## config.mk

```make
export PLATFORM = sky130hd
export DESIGN_NAME = pcrs_top
export DESIGN_NICKNAME = d
export VERILOG_FILES = /design/src/hw/pcrs_pkg.sv /design/src/hw/pcrs_top.sv /design/src/hw/pcrs_stack_ram.sv /design/src/hw/pcrs_fetch_guard.sv
export SDC_FILE = /design/constraint.sdc
export NUM_CORES = 1
export LEC_CHECK = 0
export BUFFER_PORTS_ARGS = -buffer_cell sky130_fd_sc_hd__clkbuf_2
export CAP_MARGIN = 25
export CORE_MARGIN = 5
export CORE_UTILIZATION = 40
export CTS_CLUSTER_DIAMETER = 40
export DETAILED_ROUTE_END_ITERATION = 12
export PLACE_DENSITY = 0.66
export SYNTH_ARGS = -nofsm -noshare
export SYNTH_HDL_FRONTEND = slang
export SYNTH_SLANG_ARGS = --single-unit
```

## constraint.sdc

```tcl
create_clock -name clk -period 5.6 [get_ports clk]
set_input_delay 0.56 -clock clk [delete_from_list [all_inputs] [get_ports clk]]
set_output_delay 0.56 -clock clk [all_outputs]
set_load 0.02 [all_outputs]
```

## src/hw/pcrs_pkg.sv

```systemverilog
// Shared constants and types of the program counter and return stack
package pcrs_pkg;

    // ========================================
    // Widths and sizes
    localparam int PC_W = 21;
    localparam int SP_W = 5;
    localparam int STACK_DEPTH = 31;
    localparam int PROG_BYTES = 16384;
    localparam int PROG_WORDS = 8192;
    localparam int REG_AW = 4;

    // ========================================
    // Vectors and stepping
    localparam logic [20:0] RESET_VEC = 21'h000000;
    localparam logic [20:0] VEC_HIGH = 21'h000008;
    localparam logic [20:0] VEC_LOW = 21'h000018;
    localparam logic [20:0] PC_STEP = 21'h000002;
    localparam logic [20:0] PROG_LIMIT = 21'h004000;
    localparam logic [4:0] SP_EMPTY = 5'h00;
    localparam logic [4:0] SP_FULL = 5'h1f;
    localparam logic [4:0] SP_ONE = 5'h01;

    // ========================================
    // Register map, one byte per index
    localparam logic [3:0] ADDR_PC_LOW = 4'h0;
    localparam logic [3:0] ADDR_PC_HIGH_LATCH = 4'h1;
    localparam logic [3:0] ADDR_PC_UPPER_LATCH = 4'h2;
    localparam logic [3:0] ADDR_STACK_POINTER = 4'h3;
    localparam logic [3:0] ADDR_TOS_LOW = 4'h4;
    localparam logic [3:0] ADDR_TOS_HIGH = 4'h5;
    localparam logic [3:0] ADDR_TOS_UPPER = 4'h6;

    // ========================================
    // Pointer register fields and reset values
    localparam int FULL_BIT = 7;
    localparam int UNF_BIT = 6;
    localparam logic [7:0] REG_RESET = 8'h00;
    localparam logic [7:0] UNMAPPED_READ = 8'h00;

    // ========================================
    // Sequencing operations requested by the core
    typedef enum logic [2:0] {
        OP_NONE = 3'h0,
        OP_STEP = 3'h1,
        OP_JUMP = 3'h3,
        OP_CALL = 3'h2,
        OP_RET = 3'h6,
        OP_IRQ = 3'h7
    } pcrs_op_t;

endpackage

```

## src/hw/pcrs_top.sv

```systemverilog
// Program counter with latches, vectors and hardware return stack
//
// Chosen here: the address-and-strobe port and the placing of the registers.
`timescale 1ns/1ns
// How it works
// - Program counter is 21 bits wide.
// - Fetch above built memory returns zero.
// - Built program memory is 16 Kbytes.
// - Reset at 0000h, vectors 0008h, 0018h.
// - Only low byte reachable by software.
// - Low byte write loads both latches.
// - Low byte read copies upper bytes out.
// - Bit zero stays zero; step by two.
// - Calls and gotos bypass the latches.
// - Calls and interrupts push, 31 deep.
// - Returns of all kinds pop.
// - Calls and returns leave latches alone unless a fault reset clears them.
// - Separate 31 by 21 array, 5-bit pointer.
// - Software reads, writes pointer and top.
// - Push bumps pointer, then writes entry.
// - Pop reads entry, then drops pointer.
// - Reset clears pointer; zero means empty.
// - Flags report full and underflow.
// - Enabled wake interrupt pushes and vectors.
// - 31st push sets full; reset or hold.
// - Empty pop loads zero, sets underflow.
// - Flags stay until software or power-on.
// - Pointer register: full, underflow, zero, pointer.
module pcrs_top
    import pcrs_pkg::*;
(
    // Clock and reset
    input wire logic clk,
    input wire logic rstn,
    // Core sequencing request
    input pcrs_op_t coreOp,
    input wire logic [20:0] opTarget,
    input wire logic irqHighPri,
    // Interrupt enables and configuration
    input wire logic highPriorityGlobalIrqEnable,
    input wire logic lowPriorityGlobalIrqEnable,
    input wire logic stackFaultResetEnable,
    // Register port
    input wire logic [3:0] regAddr,
    input wire logic [7:0] regWdata,
    input wire logic regWr,
    input wire logic regRd,
    output logic [7:0] regRdata_q,
    // Program memory fetch
    output logic [20:0] fetchAddr,
    input wire logic [15:0] progData,
    output logic [15:0] instrWord_q,
    // Stack state and fault reset request
    output logic stackFullFlag,
    output logic stackUnderflowFlag,
    output logic [4:0] pointerValueField,
    output logic stackFaultReset_q
);
    // ========================================
    // State
    // 21-bit counter, three bytes
    logic [20:0] pc_q;
    logic [20:0] pc_d;
    // Latches feeding high and upper bytes
    logic [7:0] pcHighLatch_q;
    logic [7:0] pcHighLatch_d;
    logic [4:0] pcUpperLatch_q;
    logic [4:0] pcUpperLatch_d;
    // Stack pointer and sticky flags
    logic [4:0] sp_q;
    logic [4:0] sp_d;
    logic full_q;
    logic unf_q;
    // Fault reset pulse next value
    logic fault_d;

    // ========================================
    // Stack array signals
    logic ramWe;
    logic [4:0] ramWaddr;
    logic [20:0] ramWdata;
    logic [20:0] tosWord;

    // ========================================
    // Decode helpers
    logic wrPcLow;
    logic wrSp;
    logic wrTos;
    logic rdPcLow;
    logic irqEnabled;
    logic setFull;
    logic setUnf;
    logic doPush;
    logic doPop;
    logic [20:0] pushVal;
    logic [20:0] pushDest;
    logic [4:0] spInc;

    // Register strobes
    assign wrPcLow = regWr && regAddr == ADDR_PC_LOW;
    assign wrSp = regWr && regAddr == ADDR_STACK_POINTER;
    assign wrTos = regWr && (regAddr == ADDR_TOS_LOW
        || regAddr == ADDR_TOS_HIGH || regAddr == ADDR_TOS_UPPER);
    assign rdPcLow = regRd && regAddr == ADDR_PC_LOW;

    // either global enable accepts the wake
    assign irqEnabled = highPriorityGlobalIrqEnable || lowPriorityGlobalIrqEnable;

    assign spInc = sp_q + SP_ONE;

    // ========================================
    // Stack storage
    // dedicated array, outside both spaces
    pcrs_stack_ram uStack (
        .clk(clk),
        .wrEn(ramWe),
        .wrIdx(ramWaddr),
        .wrData(ramWdata),
        .rdIdx(sp_q),
        .rdData(tosWord)
    );

    // ========================================
    // Fetch path
    assign fetchAddr = pc_q;

    pcrs_fetch_guard uGuard (
        .clk(clk),
        .rstn(rstn),
        .fetchAddr(pc_q),
        .progData(progData),
        .instrWord_q(instrWord_q)
    );

    // ========================================
    // Operation decode
    // calls and interrupts push
    always_comb begin
        doPush = 1'b0;
        doPop = 1'b0;
        pushVal = pc_q;
        pushDest = pc_q;
        case (coreOp)
            OP_CALL: begin
                // saved value already points past the call
                doPush = 1'b1;
                pushVal = pc_q + PC_STEP;
                pushDest = {opTarget[20:1], 1'b0};
            end
            OP_IRQ: begin
                // current counter is the next unexecuted word
                doPush = irqEnabled;
                pushVal = pc_q;
                pushDest = irqHighPri ? VEC_HIGH : VEC_LOW;
            end
            OP_RET: begin
                // all return kinds share the pop
                doPop = 1'b1;
            end
            default: begin
                // No stack traffic
                doPush = 1'b0;
            end
        endcase
    end

    // ========================================
    // Next state of counter, pointer and array
    // Core operation first; a software pointer write overrides it, a fault reset overrides both
    always_comb begin
        pc_d = pc_q;
        sp_d = sp_q;
        ramWe = 1'b0;
        ramWaddr = sp_q;
        ramWdata = tosWord;
        setFull = 1'b0;
        setUnf = 1'b0;
        fault_d = 1'b0;
        case (coreOp)
            OP_STEP: begin
                pc_d = pc_q + PC_STEP;
            end
            OP_JUMP: begin
                pc_d = {opTarget[20:1], 1'b0};
            end
            default: begin
                pc_d = pc_q;
            end
        endcase
        if (doPush) begin
            pc_d = pushDest;
            if (sp_q == SP_FULL) begin
                // already full, last entry kept intact
                setFull = 1'b1;
            end else begin
                sp_d = spInc;
                ramWe = 1'b1;
                ramWaddr = spInc;
                ramWdata = pushVal;
                setFull = spInc == SP_FULL;
            end
            if (setFull && stackFaultResetEnable) begin
                fault_d = 1'b1;
            end
        end else if (doPop) begin
            if (sp_q == SP_EMPTY) begin
                // empty pop returns zero, pointer stays
                pc_d = RESET_VEC;
                setUnf = 1'b1;
                fault_d = stackFaultResetEnable;
            end else begin
                // take top first, then drop pointer
                pc_d = tosWord;
                sp_d = sp_q - SP_ONE;
            end
        end
        // low byte write pulls both latches in
        if (wrPcLow) begin
            pc_d = {pcUpperLatch_q, pcHighLatch_q, regWdata[7:1], 1'b0};
        end
        if (wrSp) begin
            sp_d = regWdata[4:0];
        end
        // software edits one byte of the top entry
        if (wrTos && !ramWe && sp_q != SP_EMPTY) begin
            ramWe = 1'b1;
            ramWaddr = sp_q;
            ramWdata = tosWord;
            case (regAddr)
                ADDR_TOS_LOW: ramWdata[7:0] = regWdata;
                ADDR_TOS_HIGH: ramWdata[15:8] = regWdata;
                default: ramWdata[20:16] = regWdata[4:0];
            endcase
        end
        // fault reset returns to the start, pointer empty
        if (fault_d) begin
            pc_d = RESET_VEC;
            sp_d = SP_EMPTY;
        end
    end

    // ========================================
    // Program counter register
    // execution starts at the reset vector
    always_ff @(posedge clk or negedge rstn) begin
        if (!rstn) begin
            pc_q <= RESET_VEC;
        end else begin
            // bit zero forced low on every load
            pc_q <= {pc_d[20:1], 1'b0};
        end
    end

    // ========================================
    // Latch registers
    // Next latch values from software access
    always_comb begin
        pcHighLatch_d = pcHighLatch_q;
        pcUpperLatch_d = pcUpperLatch_q;
        if (fault_d) begin
            // Device reset clears them too
            pcHighLatch_d = REG_RESET;
            pcUpperLatch_d = REG_RESET[4:0];
        end else if (rdPcLow) begin
            // reading the low byte snapshots upper bytes
            pcHighLatch_d = pc_q[15:8];
            pcUpperLatch_d = pc_q[20:16];
        end else if (regWr && regAddr == ADDR_PC_HIGH_LATCH) begin
            pcHighLatch_d = regWdata;
        end else if (regWr && regAddr == ADDR_PC_UPPER_LATCH) begin
            pcUpperLatch_d = regWdata[4:0];
        end
    end

    // only software access and the fault reset above change the latches
    always_ff @(posedge clk or negedge rstn) begin
        if (!rstn) begin
            pcHighLatch_q <= REG_RESET;
            pcUpperLatch_q <= REG_RESET[4:0];
        end else begin
            pcHighLatch_q <= pcHighLatch_d;
            pcUpperLatch_q <= pcUpperLatch_d;
        end
    end

    // ========================================
    // Stack pointer
    // every reset empties the stack
    always_ff @(posedge clk or negedge rstn) begin
        if (!rstn) begin
            sp_q <= SP_EMPTY;
        end else begin
            sp_q <= sp_d;
        end
    end

    // ========================================
    // Sticky flags
    // Writing a zero clears a flag; a new event in that cycle wins,
    // so software never loses an overflow it did not see
    always_ff @(posedge clk or negedge rstn) begin
        if (!rstn) begin
            full_q <= 1'b0;
            unf_q <= 1'b0;
        end else begin
            // survives fault reset, cleared by software or power-on reset only
            full_q <= setFull || (full_q && !(wrSp && !regWdata[FULL_BIT]));
            unf_q <= setUnf || (unf_q && !(wrSp && !regWdata[UNF_BIT]));
        end
    end

    // ========================================
    // Fault reset request, one-cycle pulse
    always_ff @(posedge clk or negedge rstn) begin
        if (!rstn) begin
            stackFaultReset_q <= 1'b0;
        end else begin
            stackFaultReset_q <= fault_d;
        end
    end

    // ========================================
    // Read data, one cycle after the strobe
    // high and upper bytes have no direct read path
    always_ff @(posedge clk or negedge rstn) begin
        if (!rstn) begin
            regRdata_q <= REG_RESET;
        end else if (regRd) begin
            case (regAddr)
                ADDR_PC_LOW: regRdata_q <= pc_q[7:0];
                ADDR_PC_HIGH_LATCH: regRdata_q <= pcHighLatch_q;
                ADDR_PC_UPPER_LATCH: regRdata_q <= {3'h0, pcUpperLatch_q};
                ADDR_STACK_POINTER: regRdata_q <= {full_q, unf_q, 1'b0, sp_q};
                // top entry bytes, zero when empty
                ADDR_TOS_LOW: regRdata_q <= tosWord[7:0];
                ADDR_TOS_HIGH: regRdata_q <= tosWord[15:8];
                ADDR_TOS_UPPER: regRdata_q <= {3'h0, tosWord[20:16]};
                default: regRdata_q <= UNMAPPED_READ;
            endcase
        end else begin
            // Data stand only in the cycle after the read
            regRdata_q <= REG_RESET;
        end
    end

    // ========================================
    // Status outputs
    assign stackFullFlag = full_q;
    assign stackUnderflowFlag = unf_q;
    assign pointerValueField = sp_q;

endmodule

```

## src/hw/pcrs_stack_ram.sv

```systemverilog
// Return address storage, 31 entries of 21 bits
`timescale 1ns/1ns
module pcrs_stack_ram
    import pcrs_pkg::*;
(
    // Clock
    input wire logic clk,
    // Write port
    input wire logic wrEn,
    input wire logic [4:0] wrIdx,
    input wire logic [20:0] wrData,
    // Read port, combinational
    input wire logic [4:0] rdIdx,
    output logic [20:0] rdData
);
    // ========================================
    // Storage; index zero has no entry behind it
    logic [20:0] mem [1:STACK_DEPTH];

    // Write only to real entries
    always_ff @(posedge clk) begin
        if (wrEn && wrIdx != SP_EMPTY) begin
            mem[wrIdx] <= wrData;
        end
    end

    // Empty index reads as zero
    always_comb begin
        if (rdIdx == SP_EMPTY) begin
            rdData = RESET_VEC;
        end else begin
            rdData = mem[rdIdx];
        end
    end
endmodule

```

## src/hw/pcrs_fetch_guard.sv

```systemverilog
// Fetch window check that turns unbuilt program space into zero words
`timescale 1ns/1ns
module pcrs_fetch_guard
    import pcrs_pkg::*;
(
    // Clock and reset
    input wire logic clk,
    input wire logic rstn,
    // Fetch address and raw memory word
    input wire logic [20:0] fetchAddr,
    input wire logic [15:0] progData,
    // Guarded instruction word
    output logic [15:0] instrWord_q
);
    // ========================================
    // Only the low 16 Kbytes hold real memory
    logic inRange;

    assign inRange = fetchAddr < PROG_LIMIT;

    always_ff @(posedge clk or negedge rstn) begin
        if (!rstn) begin
            instrWord_q <= 16'h0000;
        end else if (inRange) begin
            instrWord_q <= progData;
        end else begin
            instrWord_q <= 16'h0000;
        end
    end
endmodule

```

==> PnR_summary.wiki <==
{| class="wikitable"
! Metric !! Value
|-
| Outcome || completed
|-
| Yosys warnings || 0
|-
| Total grt overflow || 0
|-
| Number of endpoints failing setup at the final stage || 0
|-
| Type of the worst setup path || flop to flop
|-
| Tcrit/Tclk final || 0.767
|-
| Number of max-slew violations in the final report || 0
|-
| Max Clk Rate || roughly 230 MHz
|-
| Overall die height || between 200 and 300 um
|-
| First-iteration detailed-routing DRC count || between 1500 and 2000
|-
| Post-synthesis cell count || 1840
|-
| Async SR Flop Fraction || 0.0908
|-
| Power per cell area || ~570 mW/mm2
|-
| Number of hold buffers added after cts || 0
|-
| Cell area after technology mapping || 0.0303 mm2
|-
| # diodes || 0
|-
| Area growth from synthesis to layout || 19.0%
|-
| Final Hold Violating Endpoints || 0
|-
| Final estimated routing congestion in global placement || 0.928
|-
| Multi-input logic area || slightly below 0.009 mm2
|-
| Number of buffers added by the clock tree synthesis step || roughly 100
|-
| Number of vias per cell || approximately 6
|-
| Seq. cell area || about 0.021 mm2
|-
| Chain of cells forming the critical path || inv_1 -> ha_1 -> or4b_1 -> nand4_1 -> o21bai_1 -> nor2_1 -> a21o_1 -> nor4_2 -> buf_4
|-
| Average instance area after synthesis || roughly 16 um2
|-
| Crit path DAT || approximately 4600 ps
|-
| Setup TNS Final || 0 ps
|-
| Crit path time final || 4300 ps
|-
| Floorplan die width || about 290 um
|-
| Total global routing track utilization || 0.196
|-
| Class of the tightest hold or removal check || input port to async pin
|-
| Kind of launch point of the worst setup path || flop
|-
| Initial core utilization || 0.405
|-
| Via Count || ~18000
|-
| Most common flop cell mapped by yosys || sky130_fd_sc_hd__edfxtp_1
|-
| Row count || 100
|-
| Area enclosed by the die boundary || just over 0.08 mm2
|-
| Number of clock sinks seen by CTS || approximately 700
|-
| Antenna violations before repair || 0
|-
| Type of element capturing the critical path || flop
|-
| CP peak stage delay || 750 ps
|-
| Count of state elements after synthesis || roughly 720
|-
| Detailed-routing iteration count for the pre-antenna-repair pass || 6
|-
| Fraction of the yosys area taken by sequential cells || 0.699
|-
| Average wire per cell in the routed design || ~26 um
|-
| Cell family with the largest share of critical-path delay || simple AND/OR/NAND/NOR gates
|-
| Via count of the first global-routing pass || around 18000
|-
| Critical path required time || 5890 ps
|-
| Count of pins on the block boundary || approximately 110
|-
| Power after layout || 20.7 mW
|-
| Skew-Pair Late Insertion Delay || around 670 ps
|-
| Largest fanout of any net on the critical path || 26
|-
| Clock-pin slew of the registers on the worst-case setup and hold paths || 50 ps
|-
| Post-Syn Nets || between 1500 and 2000
|-
| Port bufs || 110
|-
| Count of nets after finishing || 2093
|-
| Largest clock skew in the final design || slightly below 50 ps
|-
| Dpl hpwl || around 51 mm
|-
| Unique cell type count in the Yosys netlist || 74
|-
| Bufs on Longest Clock Path || 3
|-
| Layout cell share with drive strength beyond 1 || 0.264
|-
| Count of flip-flops with a built-in enable after synthesis || between 600 and 700
|-
| Worst slew margin || 0.318
|-
| Largest net degree at the start of global routing || between 80 and 90
|-
| CTS tree || built
|-
| Critical path's slowest cell || sky130_fd_sc_hd__dfrtp_4
|-
| Leakage Power || ~13 nW
|-
| Setup repair after global routing missed its margin || false
|-
| Residual DRC || 0
|-
| Post-CTS Resized || 0
|-
| Buffer count from post-CTS setup fixing || 0
|-
| Clock tree root buffer cell || sky130_fd_sc_hd__clkbuf_16
|-
| Final routed wirelength across all metal layers || between 80 and 90 mm
|-
| Count of buffering cells on the critical path with inverters included || 2
|-
| Measured slew at the worst slew-check pin || about 1000 ps
|-
| Filler cell count in the final layout || slightly above 6000
|-
| H-tree depth || 3
|-
| Maximum vdd drop || between 0.3 and 0.4 mV
|-
| Max capacitance violation total || 0
|-
| Routed Antenna Nets || 0
|-
| Core area || ~0.075 mm2
|-
| Wire length of the first global-routing pass || around 120 mm
|}
-- cells by family (layout without fill, tap and decap cells) --
| family | after synthesis | in the layout | synth area share |
|---|---|---|---|
| and+or+nand+nor | 352 | 352 | 0.0587 |
| muxes | 289 | 289 | 0.134 |
| xor gates and xnor gates | 41 | 41 | 0.0119 |
| AOI/OAI and AO/OA | 299 | 299 | 0.0695 |
| other | 1 | 1 | 0.000124 |
| adders and majority gates | 7 | 7 | 0.00289 |
| buffers and inverters | 135 | 408 | 0.0236 |
| DFF | 716 | 716 | 0.699 |
-- worst register-to-register path: cells and delay by family (launching register included) --
| kind | cells | cell delay, ps |
|---|---|---|
| AOI/OAI and AO/OA | 2 | 950 |
| adders and majority gates | 1 | 370 |
| buffers and inverters | 2 | 770 |
| DFF | 1 | 750 |
| and+or+nand+nor | 4 | 1100 |
-- power by group --
part	switching [mW]	internal, mW	total, mW
Clock	2.45	3.88	6.33
Combinational	4.29	2.12	6.41
Sequential	0.419	7.56	7.98
-- registers in the layout (all words and copies together) (netlist names), 5 cells and up --
name,count
fetchAddr,20
pcHighLatch_q,8
pcUpperLatch_q,5
pointerValueField,5
regRdata_q,8
uGuard.instrWord_q,16
uStack.mem,651
-- cell usage after synthesis (8+ instances only) --
cell type / number / area share
sky130_fd_sc_hd__and2_1: 28 / 0.0058
sky130_fd_sc_hd__nor2_1: 98 / 0.012
sky130_fd_sc_hd__clkbuf_1: 50 / 0.0062
sky130_fd_sc_hd__a21oi_1: 41 / 0.0068
sky130_fd_sc_hd__o31ai_1: 11 / 0.0027
sky130_fd_sc_hd__xnor2_1: 28 / 0.0081
sky130_fd_sc_hd__nor3_1: 12 / 0.0020
sky130_fd_sc_hd__a22oi_1: 86 / 0.021
sky130_fd_sc_hd__nand3_1: 62 / 0.010
sky130_fd_sc_hd__dfrtp_1: 65 / 0.054
sky130_fd_sc_hd__edfxtp_1: 651 / 0.65
sky130_fd_sc_hd__a211oi_1: 18 / 0.0045
sky130_fd_sc_hd__nor4_1: 36 / 0.0074
sky130_fd_sc_hd__o21ai_1: 14 / 0.0023
sky130_fd_sc_hd__a22o_1: 9 / 0.0026
sky130_fd_sc_hd__buf_6: 12 / 0.0045
sky130_fd_sc_hd__nor2b_1: 8 / 0.0017
sky130_fd_sc_hd__xor2_1: 13 / 0.0038
sky130_fd_sc_hd__a31oi_1: 10 / 0.0021
sky130_fd_sc_hd__o21ai_0: 27 / 0.0045
sky130_fd_sc_hd__o22ai_1: 11 / 0.0023
sky130_fd_sc_hd__buf_4: 8 / 0.0020
sky130_fd_sc_hd__nand2_1: 57 / 0.0071
sky130_fd_sc_hd__mux2i_1: 185 / 0.061
sky130_fd_sc_hd__nand4_1: 16 / 0.0033
sky130_fd_sc_hd__mux2_2: 12 / 0.0045
sky130_fd_sc_hd__a221oi_1: 8 / 0.0023
sky130_fd_sc_hd__inv_1: 11 / 0.0014
sky130_fd_sc_hd__buf_2: 41 / 0.0068
sky130_fd_sc_hd__nand2b_1: 8 / 0.0017
sky130_fd_sc_hd__mux4_2: 92 / 0.068
sky130_fd_sc_hd__a32oi_1: 18 / 0.0052
sky130_fd_sc_hd__o211ai_1: 13 / 0.0032
-- metal layers --
metal | global-route usage | vias to the layer above | share of wire
met4 | 0.0603 | 0 | 0.027
met3 | 0.0438 | 159 | 0.079
met5 | 0 | - | 0
li1 | - | 7796 | -
met1 | 0.272 | 9261 | 0.42
met2 | 0.310 | 843 | 0.47
-- cells in the final DEF, fill, tap and decap left out, types with 28 or more instances in the layout --
cell type | Yosys | final
sky130_fd_sc_hd__edfxtp_1 | 651 | 651
sky130_fd_sc_hd__mux2i_1 | 185 | 184
sky130_fd_sc_hd__clkbuf_2 | 2 | 110
sky130_fd_sc_hd__clkbuf_16 | 0 | 103
sky130_fd_sc_hd__nor2_1 | 98 | 98
sky130_fd_sc_hd__mux4_2 | 92 | 92
sky130_fd_sc_hd__a22oi_1 | 86 | 86
sky130_fd_sc_hd__buf_4 | 8 | 76
sky130_fd_sc_hd__nand3_1 | 62 | 62
sky130_fd_sc_hd__dfrtp_1 | 65 | 62
sky130_fd_sc_hd__nand2_1 | 57 | 57
sky130_fd_sc_hd__nor4_2 | 0 | 33
sky130_fd_sc_hd__a21oi_1 | 41 | 31
sky130_fd_sc_hd__and2_1 | 28 | 28
-- metrics by stage --
step,setup slack [ps],cells,utilization,cell area (um2),hold slack (ps)
3_3_place_gp,1480,2873,0.432,32300,529
4_1_cts,1380,3069,0.480,35900,105
2_1_floorplan,355,1840,-,30300,264
5_1_grt,1020,3082,0.482,36000,111
6_report,1300,3082,0.482,36000,129
3_5_place_dp,1340,2879,0.433,32400,533
-- cell type report --
type	instances	share of cell area
multi-input combinational	989	0.242
clock buffer	116	0.0734
tap	969	0.0336
clock inverter	74	0.0226
inverter	13	0.00135
sequential	716	0.588
timing repair buffer	205	0.0388
-- final timing paths --
check,from,endpoint,slack (ps),cells after the start
max in group asynchronous,rstn,pointerValueField[1],4800,2
max,pointerValueField[0],uStack.mem[14][12],1300,9
min,rstn,pcHighLatch_q[3],130,2
min reg2reg,pcHighLatch_q[0],pcHighLatch_q[0],540,1
max reg2reg,pointerValueField[0],uStack.mem[14][12],1300,9
min in group clk,progData[1],uGuard.instrWord_q[1],130,2
Power figures use the tool's default switching activity.
